### config.mk
export PLATFORM = sky130hd
export DESIGN_NAME = rscd_decoder
export DESIGN_NICKNAME = d
export VERILOG_FILES = /design/src/rtl/rscd_pkg.sv /design/src/rtl/rscd_cfg_if.sv /design/src/rtl/rscd_decoder.sv /design/src/rtl/rscd_strap_latch.sv
export SDC_FILE = /design/constraint.sdc
export NUM_CORES = 1
export LEC_CHECK = 0
export BUFFER_PORTS_ARGS = -buffer_cell sky130_fd_sc_hd__buf_2
export CORE_MARGIN = 10
export CORE_UTILIZATION = 25
export DETAILED_ROUTE_END_ITERATION = 6
export HOLD_SLACK_MARGIN = 0.12
export SLEW_MARGIN = 15
export SYNTH_ARGS = -nofsm -noshare
export SYNTH_HDL_FRONTEND = slang
export SYNTH_SLANG_ARGS = --single-unit
### constraint.sdc
create_clock -name sys_clk -period 1.6 [get_ports sys_clk]
set_input_delay 0.32 -clock sys_clk [delete_from_list [all_inputs] [get_ports sys_clk]]
set_output_delay 0.32 -clock sys_clk [all_outputs]
set_load 0.01 [all_outputs]
### src/rtl/rscd_pkg.sv
// Purpose: Shared constants for the reset strap configuration decoder
// Assumes: APB slave, 32-bit data, one aligned word per register
// Notes:   Offsets are byte addresses
package rscd_pkg;

  // ==========================================================================
  // Register offsets
  localparam logic [11:0] STRAP_STATUS_OFS = 12'h000;
  localparam logic [11:0] DECODE_OFS       = 12'h004;
  localparam logic [11:0] NMI_STATUS_OFS   = 12'h008;

  // ==========================================================================
  // Field positions of strap status word
  localparam int ENDIAN_POS    = 0;
  localparam int HWIDTH_POS    = 1;
  localparam int PCISEL_POS    = 2;
  localparam int EEPROM_AUTOINIT_STRAP_POS      = 3;
  localparam int BOOT_POS      = 4;
  localparam int MCLK_POS      = 6;

  // Field positions of decode word
  localparam int LITTLE_POS    = 0;
  localparam int HP32_POS      = 1;
  localparam int HPEN_POS      = 2;
  localparam int PCIEN_POS     = 3;
  localparam int AUTOLD_POS    = 4;
  localparam int BOOTV_POS     = 5;
  localparam int MCLKV_POS     = 6;
  localparam int CONFERR_POS   = 7;

  // ==========================================================================
  // Encodings
  localparam logic [1:0] BOOT_NONE     = 2'h0;
  localparam logic [1:0] BOOT_HOST     = 2'h1;
  localparam logic [1:0] BOOT_RESERVED = 2'h2;
  localparam logic [1:0] BOOT_ROM8     = 2'h3;
  localparam logic [1:0] MCLK_INPUT    = 2'h0;
  localparam logic [1:0] MCLK_DIV4     = 2'h1;
  localparam logic [1:0] MCLK_DIV6     = 2'h2;
  localparam logic [1:0] MCLK_RESERVED = 2'h3;

  // ==========================================================================
  // Reset values (pull defaults)
  localparam logic       ENDIAN_RST = 1'h1;
  localparam logic       HWIDTH_RST = 1'h0;
  localparam logic       PCISEL_RST = 1'h0;
  localparam logic       EEPROM_AUTOINIT_STRAP_RST   = 1'h0;
  localparam logic [1:0] BOOT_RST   = 2'h2;
  localparam logic [1:0] MCLK_RST   = 2'h0;
  localparam logic [31:0] WORD_ZERO = 32'h0000_0000;

  typedef enum logic [1:0] {
    RSCD_IN_RESET = 2'b00,
    RSCD_CAPTURE  = 2'b01,
    RSCD_HOLD     = 2'b11
  } rscd_phase_type;

endpackage : rscd_pkg

### src/rtl/rscd_cfg_if.sv
// Purpose: Carries latched strap values between decoder modules
// Assumes: Single clock domain
// Notes:   Driven by the latch, read by the top
interface rscd_cfg_if;
  logic       endianSel;
  logic       hostWidthStrap;
  logic       pciSel;
  logic       eepromAutoinit;
  logic [1:0] bootSel;
  logic [1:0] memClockSel;
  logic       captured;

  modport latch (output endianSel, hostWidthStrap, pciSel, eepromAutoinit,
                 bootSel, memClockSel, captured);
  modport user  (input endianSel, hostWidthStrap, pciSel, eepromAutoinit,
                 bootSel, memClockSel, captured);
endinterface : rscd_cfg_if

### src/rtl/rscd_decoder.sv
// Purpose: Decodes latched device straps, exposes them over APB
// Assumes: APB master as per protocol; straps steady around reset release
// Notes:   Zero wait states; unmapped reads return zero with pslverr
//
// Implementation choices: the address map and register access over APB.
module rscd_decoder (
  // Clock and reset
  input  wire logic        sys_clk,
  input  wire logic        rst,
  // APB slave
  input  wire logic        psel,
  input  wire logic        penable,
  input  wire logic        pwrite,
  input  wire logic [11:0] paddr,
  input  wire logic [31:0] pwdata,
  output logic [31:0]      prdata,
  output logic             pready,
  output logic             pslverr,
  // Strap pins
  input  wire logic        endianSelect,
  input  wire logic        hostWidthStrap,
  input  wire logic        pciSelect,
  input  wire logic        eepromAutoinitStrap,
  input  wire logic [1:0]  bootSelect,
  input  wire logic [1:0]  memClockSourceSelect,
  // Nonmaskable interrupt
  input  wire logic        nmiPin,
  output logic             nmiPulse,
  // Decoded configuration
  output logic             littleEndian,
  output logic             hostPort32bit,
  output logic             hostPortEnable,
  output logic             generalPurposePinsEnable,
  output logic             pciEnable,
  output logic             eepromAutoinitEnable,
  output logic [1:0]       bootMode,
  output logic             bootValid,
  output logic [1:0]       memClockSource,
  output logic             memClockValid,
  output logic [15:0]      hostDataUpperOe
);

// Overview of operation
// RQ1 - Endian pin low selects big-endian, high selects little-endian (default).
// RQ2 - Host width strap latched at reset: low 16-bit, high 32-bit.
// RQ3 - In 16-bit mode the upper sixteen host data pins stay undriven.
// RQ4 - PCI select low enables host port and pins 15..9; high enables PCI.
// RQ5 - EEPROM strap high enables PCI autoload; low disables it.
// RQ6 - Board keeps EEPROM strap low while PCI select is low.
// RQ7 - Boot 00 none, 01 host port, 10 reserved, 11 8-bit ROM.
// RQ8 - Board resistors must present a non-reserved boot selection.
// RQ9 - Memory clock 00 input, 01 CPU/4, 10 CPU/6, 11 reserved.
// RQ10 - NMI fires on rising edge only and no mask can block it.
// RQ11 - Straps captured at reset release and held until next reset.

  rscd_cfg_if cfg ();

  rscd_strap_latch u_latch (
    .sys_clk              (sys_clk),
    .rst                  (rst),
    .endianSelect         (endianSelect),
    .hostWidthStrapPin    (hostWidthStrap),
    .pciSelect            (pciSelect),
    .eepromAutoinitStrap  (eepromAutoinitStrap),
    .bootSelect           (bootSelect),
    .memClockSourceSelect (memClockSourceSelect),
    .cfg                  (cfg)
  );

  // ==========================================================================
  // Decode functions
  function automatic logic boot_ok(input logic [1:0] sel);
    boot_ok = (sel != rscd_pkg::BOOT_RESERVED);
  endfunction : boot_ok

  function automatic logic mclk_ok(input logic [1:0] sel);
    mclk_ok = (sel != rscd_pkg::MCLK_RESERVED);
  endfunction : mclk_ok

  // ==========================================================================
  // Decoded configuration registers
  logic        little_q, little_d;
  logic        hp32_q, hp32_d;
  logic        hpEn_q, hpEn_d;
  logic        pciEn_q, pciEn_d;
  logic        autold_q, autold_d;
  logic [1:0]  boot_q, boot_d;
  logic        bootOk_q, bootOk_d;
  logic [1:0]  mclk_q, mclk_d;
  logic        mclkOk_q, mclkOk_d;
  logic        confErr_q, confErr_d;
  logic [15:0] upperOe_q, upperOe_d;

  always_comb begin
    little_d  = cfg.endianSel;                          // [RQ1]
    hp32_d    = cfg.hostWidthStrap;                     // [RQ2]
    // Upper data pins only driven in 32-bit mode; oe low means drive
    upperOe_d = cfg.hostWidthStrap ? 16'h0000 : 16'hFFFF; // [RQ3]
    hpEn_d    = ~cfg.pciSel;                            // [RQ4]
    pciEn_d   = cfg.pciSel;                             // [RQ4]
    // Autoload only meaningful with PCI on
    autold_d  = cfg.eepromAutoinit & cfg.pciSel;        // [RQ5] [RQ6]
    confErr_d = cfg.eepromAutoinit & ~cfg.pciSel;       // [RQ6]
    boot_d    = cfg.bootSel;                            // [RQ7]
    bootOk_d  = boot_ok(cfg.bootSel);                   // [RQ7] [RQ8]
    mclk_d    = cfg.memClockSel;                        // [RQ9]
    mclkOk_d  = mclk_ok(cfg.memClockSel);               // [RQ9]
  end

  always_ff @(posedge sys_clk) begin
    if (rst) begin
      little_q  <= rscd_pkg::ENDIAN_RST;
      hp32_q    <= rscd_pkg::HWIDTH_RST;
      upperOe_q <= 16'hFFFF;
      hpEn_q    <= 1'h0;
      pciEn_q   <= 1'h0;
      autold_q  <= 1'h0;
      confErr_q <= 1'h0;
      boot_q    <= rscd_pkg::BOOT_RST;
      bootOk_q  <= 1'h0;
      mclk_q    <= rscd_pkg::MCLK_RST;
      mclkOk_q  <= 1'h0;
    end else begin
      little_q  <= little_d;
      hp32_q    <= hp32_d;
      upperOe_q <= upperOe_d;
      hpEn_q    <= hpEn_d;
      pciEn_q   <= pciEn_d;
      autold_q  <= autold_d;
      confErr_q <= confErr_d;
      boot_q    <= boot_d;
      bootOk_q  <= bootOk_d;
      mclk_q    <= mclk_d;
      mclkOk_q  <= mclkOk_d;
    end
  end

  // ==========================================================================
  // Nonmaskable interrupt edge detect, no mask in path
  logic nmiPrev_q, nmiPrev_d;
  logic nmiPulse_q, nmiPulse_d;
  logic nmiSeen_q, nmiSeen_d;
  logic apbClrNmi;

  always_comb begin
    nmiPrev_d  = nmiPin;
    nmiPulse_d = nmiPin & ~nmiPrev_q;                   // [RQ10]
    // Sticky seen flag; a new edge wins over a clear
    nmiSeen_d  = nmiPulse_d | (nmiSeen_q & ~apbClrNmi);
  end

  always_ff @(posedge sys_clk) begin
    if (rst) begin
      nmiPrev_q  <= 1'h0;
      nmiPulse_q <= 1'h0;
      nmiSeen_q  <= 1'h0;
    end else begin
      nmiPrev_q  <= nmiPrev_d;
      nmiPulse_q <= nmiPulse_d;
      nmiSeen_q  <= nmiSeen_d;
    end
  end

  // ==========================================================================
  // APB slave, zero wait states
  logic [31:0] prdata_q, prdata_d;
  logic        pslverr_q, pslverr_d;
  logic        pready_q, pready_d;
  logic        setup;
  logic [31:0] rdWord;
  logic        hit;

  assign setup = psel & ~penable & ~pready_q;

  always_comb begin
    rdWord = rscd_pkg::WORD_ZERO;
    hit    = 1'b1;
    unique case (paddr)
      rscd_pkg::STRAP_STATUS_OFS: begin
        rdWord[rscd_pkg::ENDIAN_POS]          = cfg.endianSel;
        rdWord[rscd_pkg::HWIDTH_POS]          = cfg.hostWidthStrap;
        rdWord[rscd_pkg::PCISEL_POS]          = cfg.pciSel;
        rdWord[rscd_pkg::EEPROM_AUTOINIT_STRAP_POS]            = cfg.eepromAutoinit;
        rdWord[rscd_pkg::BOOT_POS+:2]         = cfg.bootSel;
        rdWord[rscd_pkg::MCLK_POS+:2]         = cfg.memClockSel;
      end
      rscd_pkg::DECODE_OFS: begin
        rdWord[rscd_pkg::LITTLE_POS]          = little_q;
        rdWord[rscd_pkg::HP32_POS]            = hp32_q;
        rdWord[rscd_pkg::HPEN_POS]            = hpEn_q;
        rdWord[rscd_pkg::PCIEN_POS]           = pciEn_q;
        rdWord[rscd_pkg::AUTOLD_POS]          = autold_q;
        rdWord[rscd_pkg::BOOTV_POS]           = bootOk_q;
        rdWord[rscd_pkg::MCLKV_POS]           = mclkOk_q;
        rdWord[rscd_pkg::CONFERR_POS]         = confErr_q;
      end
      rscd_pkg::NMI_STATUS_OFS: begin
        rdWord[0] = nmiSeen_q;
      end
      default: begin
        hit = 1'b0;
      end
    endcase
  end

  assign apbClrNmi = setup & pwrite & (paddr == rscd_pkg::NMI_STATUS_OFS)
                     & pwdata[0];

  always_comb begin
    pready_d  = setup;
    prdata_d  = (setup & ~pwrite) ? rdWord : rscd_pkg::WORD_ZERO;
    pslverr_d = setup & ~hit;
  end

  always_ff @(posedge sys_clk) begin
    if (rst) begin
      pready_q  <= 1'h0;
      prdata_q  <= rscd_pkg::WORD_ZERO;
      pslverr_q <= 1'h0;
    end else begin
      pready_q  <= pready_d;
      prdata_q  <= prdata_d;
      pslverr_q <= pslverr_d;
    end
  end

  assign prdata                   = prdata_q;
  assign pready                   = pready_q;
  assign pslverr                  = pslverr_q;
  assign nmiPulse                 = nmiPulse_q;
  assign littleEndian             = little_q;
  assign hostPort32bit            = hp32_q;
  assign hostPortEnable           = hpEn_q;
  assign generalPurposePinsEnable = hpEn_q;
  assign pciEnable                = pciEn_q;
  assign eepromAutoinitEnable     = autold_q;
  assign bootMode                 = boot_q;
  assign bootValid                = bootOk_q;
  assign memClockSource           = mclk_q;
  assign memClockValid            = mclkOk_q;
  assign hostDataUpperOe          = upperOe_q;
endmodule : rscd_decoder

### src/rtl/rscd_strap_latch.sv
// Purpose: Captures strap pins on reset release and holds them
// Assumes: Strap pins synchronous to sys_clk
// Notes:   Capture happens on the second edge after rst falls
module rscd_strap_latch (
  // Clock and reset
  input  wire logic       sys_clk,
  input  wire logic       rst,
  // Strap pins
  input  wire logic       endianSelect,
  input  wire logic       hostWidthStrapPin,
  input  wire logic       pciSelect,
  input  wire logic       eepromAutoinitStrap,
  input  wire logic [1:0] bootSelect,
  input  wire logic [1:0] memClockSourceSelect,
  // Latched values
  rscd_cfg_if.latch       cfg
);

  rscd_pkg::rscd_phase_type phase_q, phase_d;
  logic [7:0] straps_q, straps_d;

  always_comb begin
    phase_d  = phase_q;
    straps_d = straps_q;
    unique case (phase_q)
      rscd_pkg::RSCD_IN_RESET: begin
        phase_d = rscd_pkg::RSCD_CAPTURE;
      end
      rscd_pkg::RSCD_CAPTURE: begin
        // Sample once after release, then freeze [RQ11]
        straps_d = {memClockSourceSelect, bootSelect, eepromAutoinitStrap,
                    pciSelect, hostWidthStrapPin, endianSelect};
        phase_d  = rscd_pkg::RSCD_HOLD;
      end
      rscd_pkg::RSCD_HOLD: begin
        phase_d = rscd_pkg::RSCD_HOLD;
      end
      default: begin
        phase_d = rscd_pkg::RSCD_IN_RESET;
      end
    endcase
  end

  always_ff @(posedge sys_clk) begin
    if (rst) begin
      phase_q  <= rscd_pkg::RSCD_IN_RESET;
      straps_q <= {rscd_pkg::MCLK_RST, rscd_pkg::BOOT_RST,
                   rscd_pkg::EEPROM_AUTOINIT_STRAP_RST, rscd_pkg::PCISEL_RST,
                   rscd_pkg::HWIDTH_RST, rscd_pkg::ENDIAN_RST};
    end else begin
      phase_q  <= phase_d;
      straps_q <= straps_d;
    end
  end

  assign cfg.endianSel      = straps_q[0];
  assign cfg.hostWidthStrap = straps_q[1];
  assign cfg.pciSel         = straps_q[2];
  assign cfg.eepromAutoinit = straps_q[3];
  assign cfg.bootSel        = straps_q[5:4];
  assign cfg.memClockSel    = straps_q[7:6];
  assign cfg.captured       = (phase_q == rscd_pkg::RSCD_HOLD);
endmodule : rscd_strap_latch

==> results.cfg <==
[place]
io_buffers = 65
place_ws_ps = 175
dp_hpwl_um = 2980
gp_congestion = 0.708

[timing]
slew_viol_final = 0
hold_viol_final = 0
rsz0062_at_grt = no
setup_viol = 0
setup_tns_ps = 0
clock.fmax_mhz = 751
worst_slack_ps = 269
fin_crit_sh_pct = 83.2
fin_crit_ps = 1330
skew_ps = 4.69

[min_path]
hold_class = primary input to register
hold_path_end = u_latch.straps_q[5]
min_from = bootSelect[1]
holdPathStages = 3

[synthesis]
synth_warnings = 0
muxShareOfSynthArea_pct = 5.33
synth_top_flop_cell = dfxtp_1
synth_top_family_by_area = buffers and inverters
synth_compound_area_share_pct = 5.08
synthCells = 159
synth_fa_ha_area_share_pct = 0
netlist_area_um2 = 1500
synth_xor_area_share_pct = 0
yosys_register_bits = 36
synth-edff-count = 0
synth.distinct_cells = 28
ys_seq_area_share_pct = 48.0
synth_async_sr_flop_share_pct = 0
synthSimpleGateAreaFrac_pct = 18.9
postSynthAreaPerCell_um2 = 9.45

[route]
maxUsedRoutingLayer = met5
route.met2.wl_um = 1580
vias = 1071
first_pass_iters = 4
vias_per_cell = 3.71
finalWirelength_um = 3540
antenna_left = 0
drc = 0
routedWlPerCell_um = 12.3
drt_iter0_drc = 35
dr_wl_met3_um = 505
wl_met1_um = 1390

[finish]
layout.nets = 271
final_cell_mix = buf_2, dfxtp_1, conb_1
syn_to_final_growth_pct = 20.1
final_common_cell = buf_2
drive_gt1_share_pct = 37.4
fin_util_pct = 30.7
diodes = 0

[job]
drv_cap = 0

[clocking]
ctsResizeCount = 0
cts_setup_buffers = 0
htreeDepth = 2
cts_buffers = 5
cts_root_buf = clkbuf_8
cts_sinks = 36
cts_tree = yes
clkTransAtPathRegs_ps = 60
clockBufferDepth = 2
cts_hold_buf = 0
clkLatencyLatePin_ps = 280

[critical_path]
crit_arrival_ps = 1010
cp_slowest_stage_delay_ps = 520
crit_path_max_fanout = 16
r2r_setup_slack_ps = 420
r2r_start = pready
cp-start-kind = register
r2r_end = nmiSeen_q
crit_chain = buf_2
cp_top_family = flip-flops
end_kind = output port
worstSetupPathType = register to output port
worstPathBufferInverterCount = 1
reg2reg_depth = 2
cp_slowest_cell = dfxtp_1
cp_data_required_time_ps = 1280

[grt]
grt_pass1_vias = 1099
gr-usage-all-layers_pct = 7.34
grt_pass1_wl_um = 5600
antenna_found_initial = 2
grt_overflow = 0
grt_max_degree = 20

[pwr]
power_density_nw_per_um2 = 1000
seq_power_share_pct = 53.0
peakVddDrop_v = 0.000420
clockPowerShare_pct = 35.8
comb_power_share_pct = 11.2
p_switching_uw = 440
total_power_mw = 1.81
p_int_mw = 1.37
p_leak_nw = 0.858
swShare_pct = 24.3

[floorplanning]
die_h_um = 97.5
die_area_um2 = 9510
core-area_um2 = 5890
start_util_pct = 25.5
fp-row-count = 28
pin_count = 121
die_w_um = 97.5

[outcome]
outcome = completed
-- worst register-to-register path, delay by kind of cell (launching register included) --
family | cells | cell delay, ps
DFF | 1 | 330
AOI/OAI and AO/OA | 1 | 240
and+or+nand+nor | 1 | 500
-- cells in the mapped netlist, types with 2 or more instances --
cell type  count  share of area, %
nor4_1         2              0.83
mux2i_1        8               5.3
nor2_1         4               1.0
nand2_1       18               4.5
a21oi_1        8               2.7
nand3_1        3               1.0
dfxtp_1       36                48
clkbuf_1       4               1.0
or2_2          2              0.83
inv_1          3              0.75
and2_1         2              0.83
buf_4         40                20
nor2b_1        7               2.9
nor3_1         7               2.3
nand2b_1       2              0.83
-- worst max-delay path by stage --
stage                         from                  to  slack, ps  depth (start not counted)
2_1_floorplan             paddr[2]           nmiSeen_q        200                          4
3_5_place_dp              paddr[2]           nmiSeen_q        180                          4
6_report       hostDataUpperOe[14]  hostDataUpperOe[6]        270                          1
4_1_cts        hostDataUpperOe[14]  hostDataUpperOe[5]        230                          1
5_1_grt        hostDataUpperOe[14]  hostDataUpperOe[5]        150                          1
3_3_place_gp              paddr[2]           nmiSeen_q        180                          4
-- layer usage --
metal | global-route usage, % | vias to the layer above
li1 | - | 561
met4 | 2.68 | 2
met2 | 11.4 | 49
met3 | 6.12 | 8
met1 | 7.05 | 451
met5 | 0 | -
-- flip-flops by register name, summed over array words and instances (netlist names) --
register,cells
prdata,8
u_latch.straps_q,8
bootMode,2
memClockSource,2
u_latch.phase_q,2
bootValid,1
confErr_q,1
eepromAutoinitEnable,1
generalPurposePinsEnable,1
hostDataUpperOe,1
hostPort32bit,1
littleEndian,1
memClockValid,1
nmiPrev_q,1
nmiPulse,1
nmiSeen_q,1
pciEnable,1
pready,1
pslverr,1
-- area by class of cell --
cell class / instances / area [um2]
tap: 75 / 93.8
multi-input combinational: 98 / 531
clock buffer: 7 / 86.3
timing repair buffer: 69 / 355
clock inverter: 1 / 7.51
inverter: 3 / 11.3
sequential: 36 / 721
fill: 646 / 4080
-- through the flow --
stage	cells	hold WS [ps]	cell area, um2
4_1_cts	289	240	1810
5_1_grt	289	253	1810
3_3_place_gp	281	419	1710
2_1_floorplan	182	395	1590
6_report	289	249	1810
3_5_place_dp	281	423	1710
-- cells by family after synthesis --
| group | after synthesis |
|---|---|
| AND/OR/NAND/NOR | 53 |
| buffers and inverters | 48 |
| flip-flops | 36 |
| AO/OA/AOI/OAI | 13 |
| multiplexers | 8 |
| other | 1 |
-- power by group through the flow --
stage | Sequential (mW) | Clock, mW | Combinational (mW)
3_3_place_gp | 0.979 | 0 | 0.202
3_5_place_dp | 0.981 | 0 | 0.203
5_1_grt | 0.966 | 0.715 | 0.227
4_1_cts | 0.960 | 0.677 | 0.204
6_report | 0.960 | 0.648 | 0.203
2_1_floorplan | 0.984 | 0 | 0.176
Power figures use the tool's default switching activity.
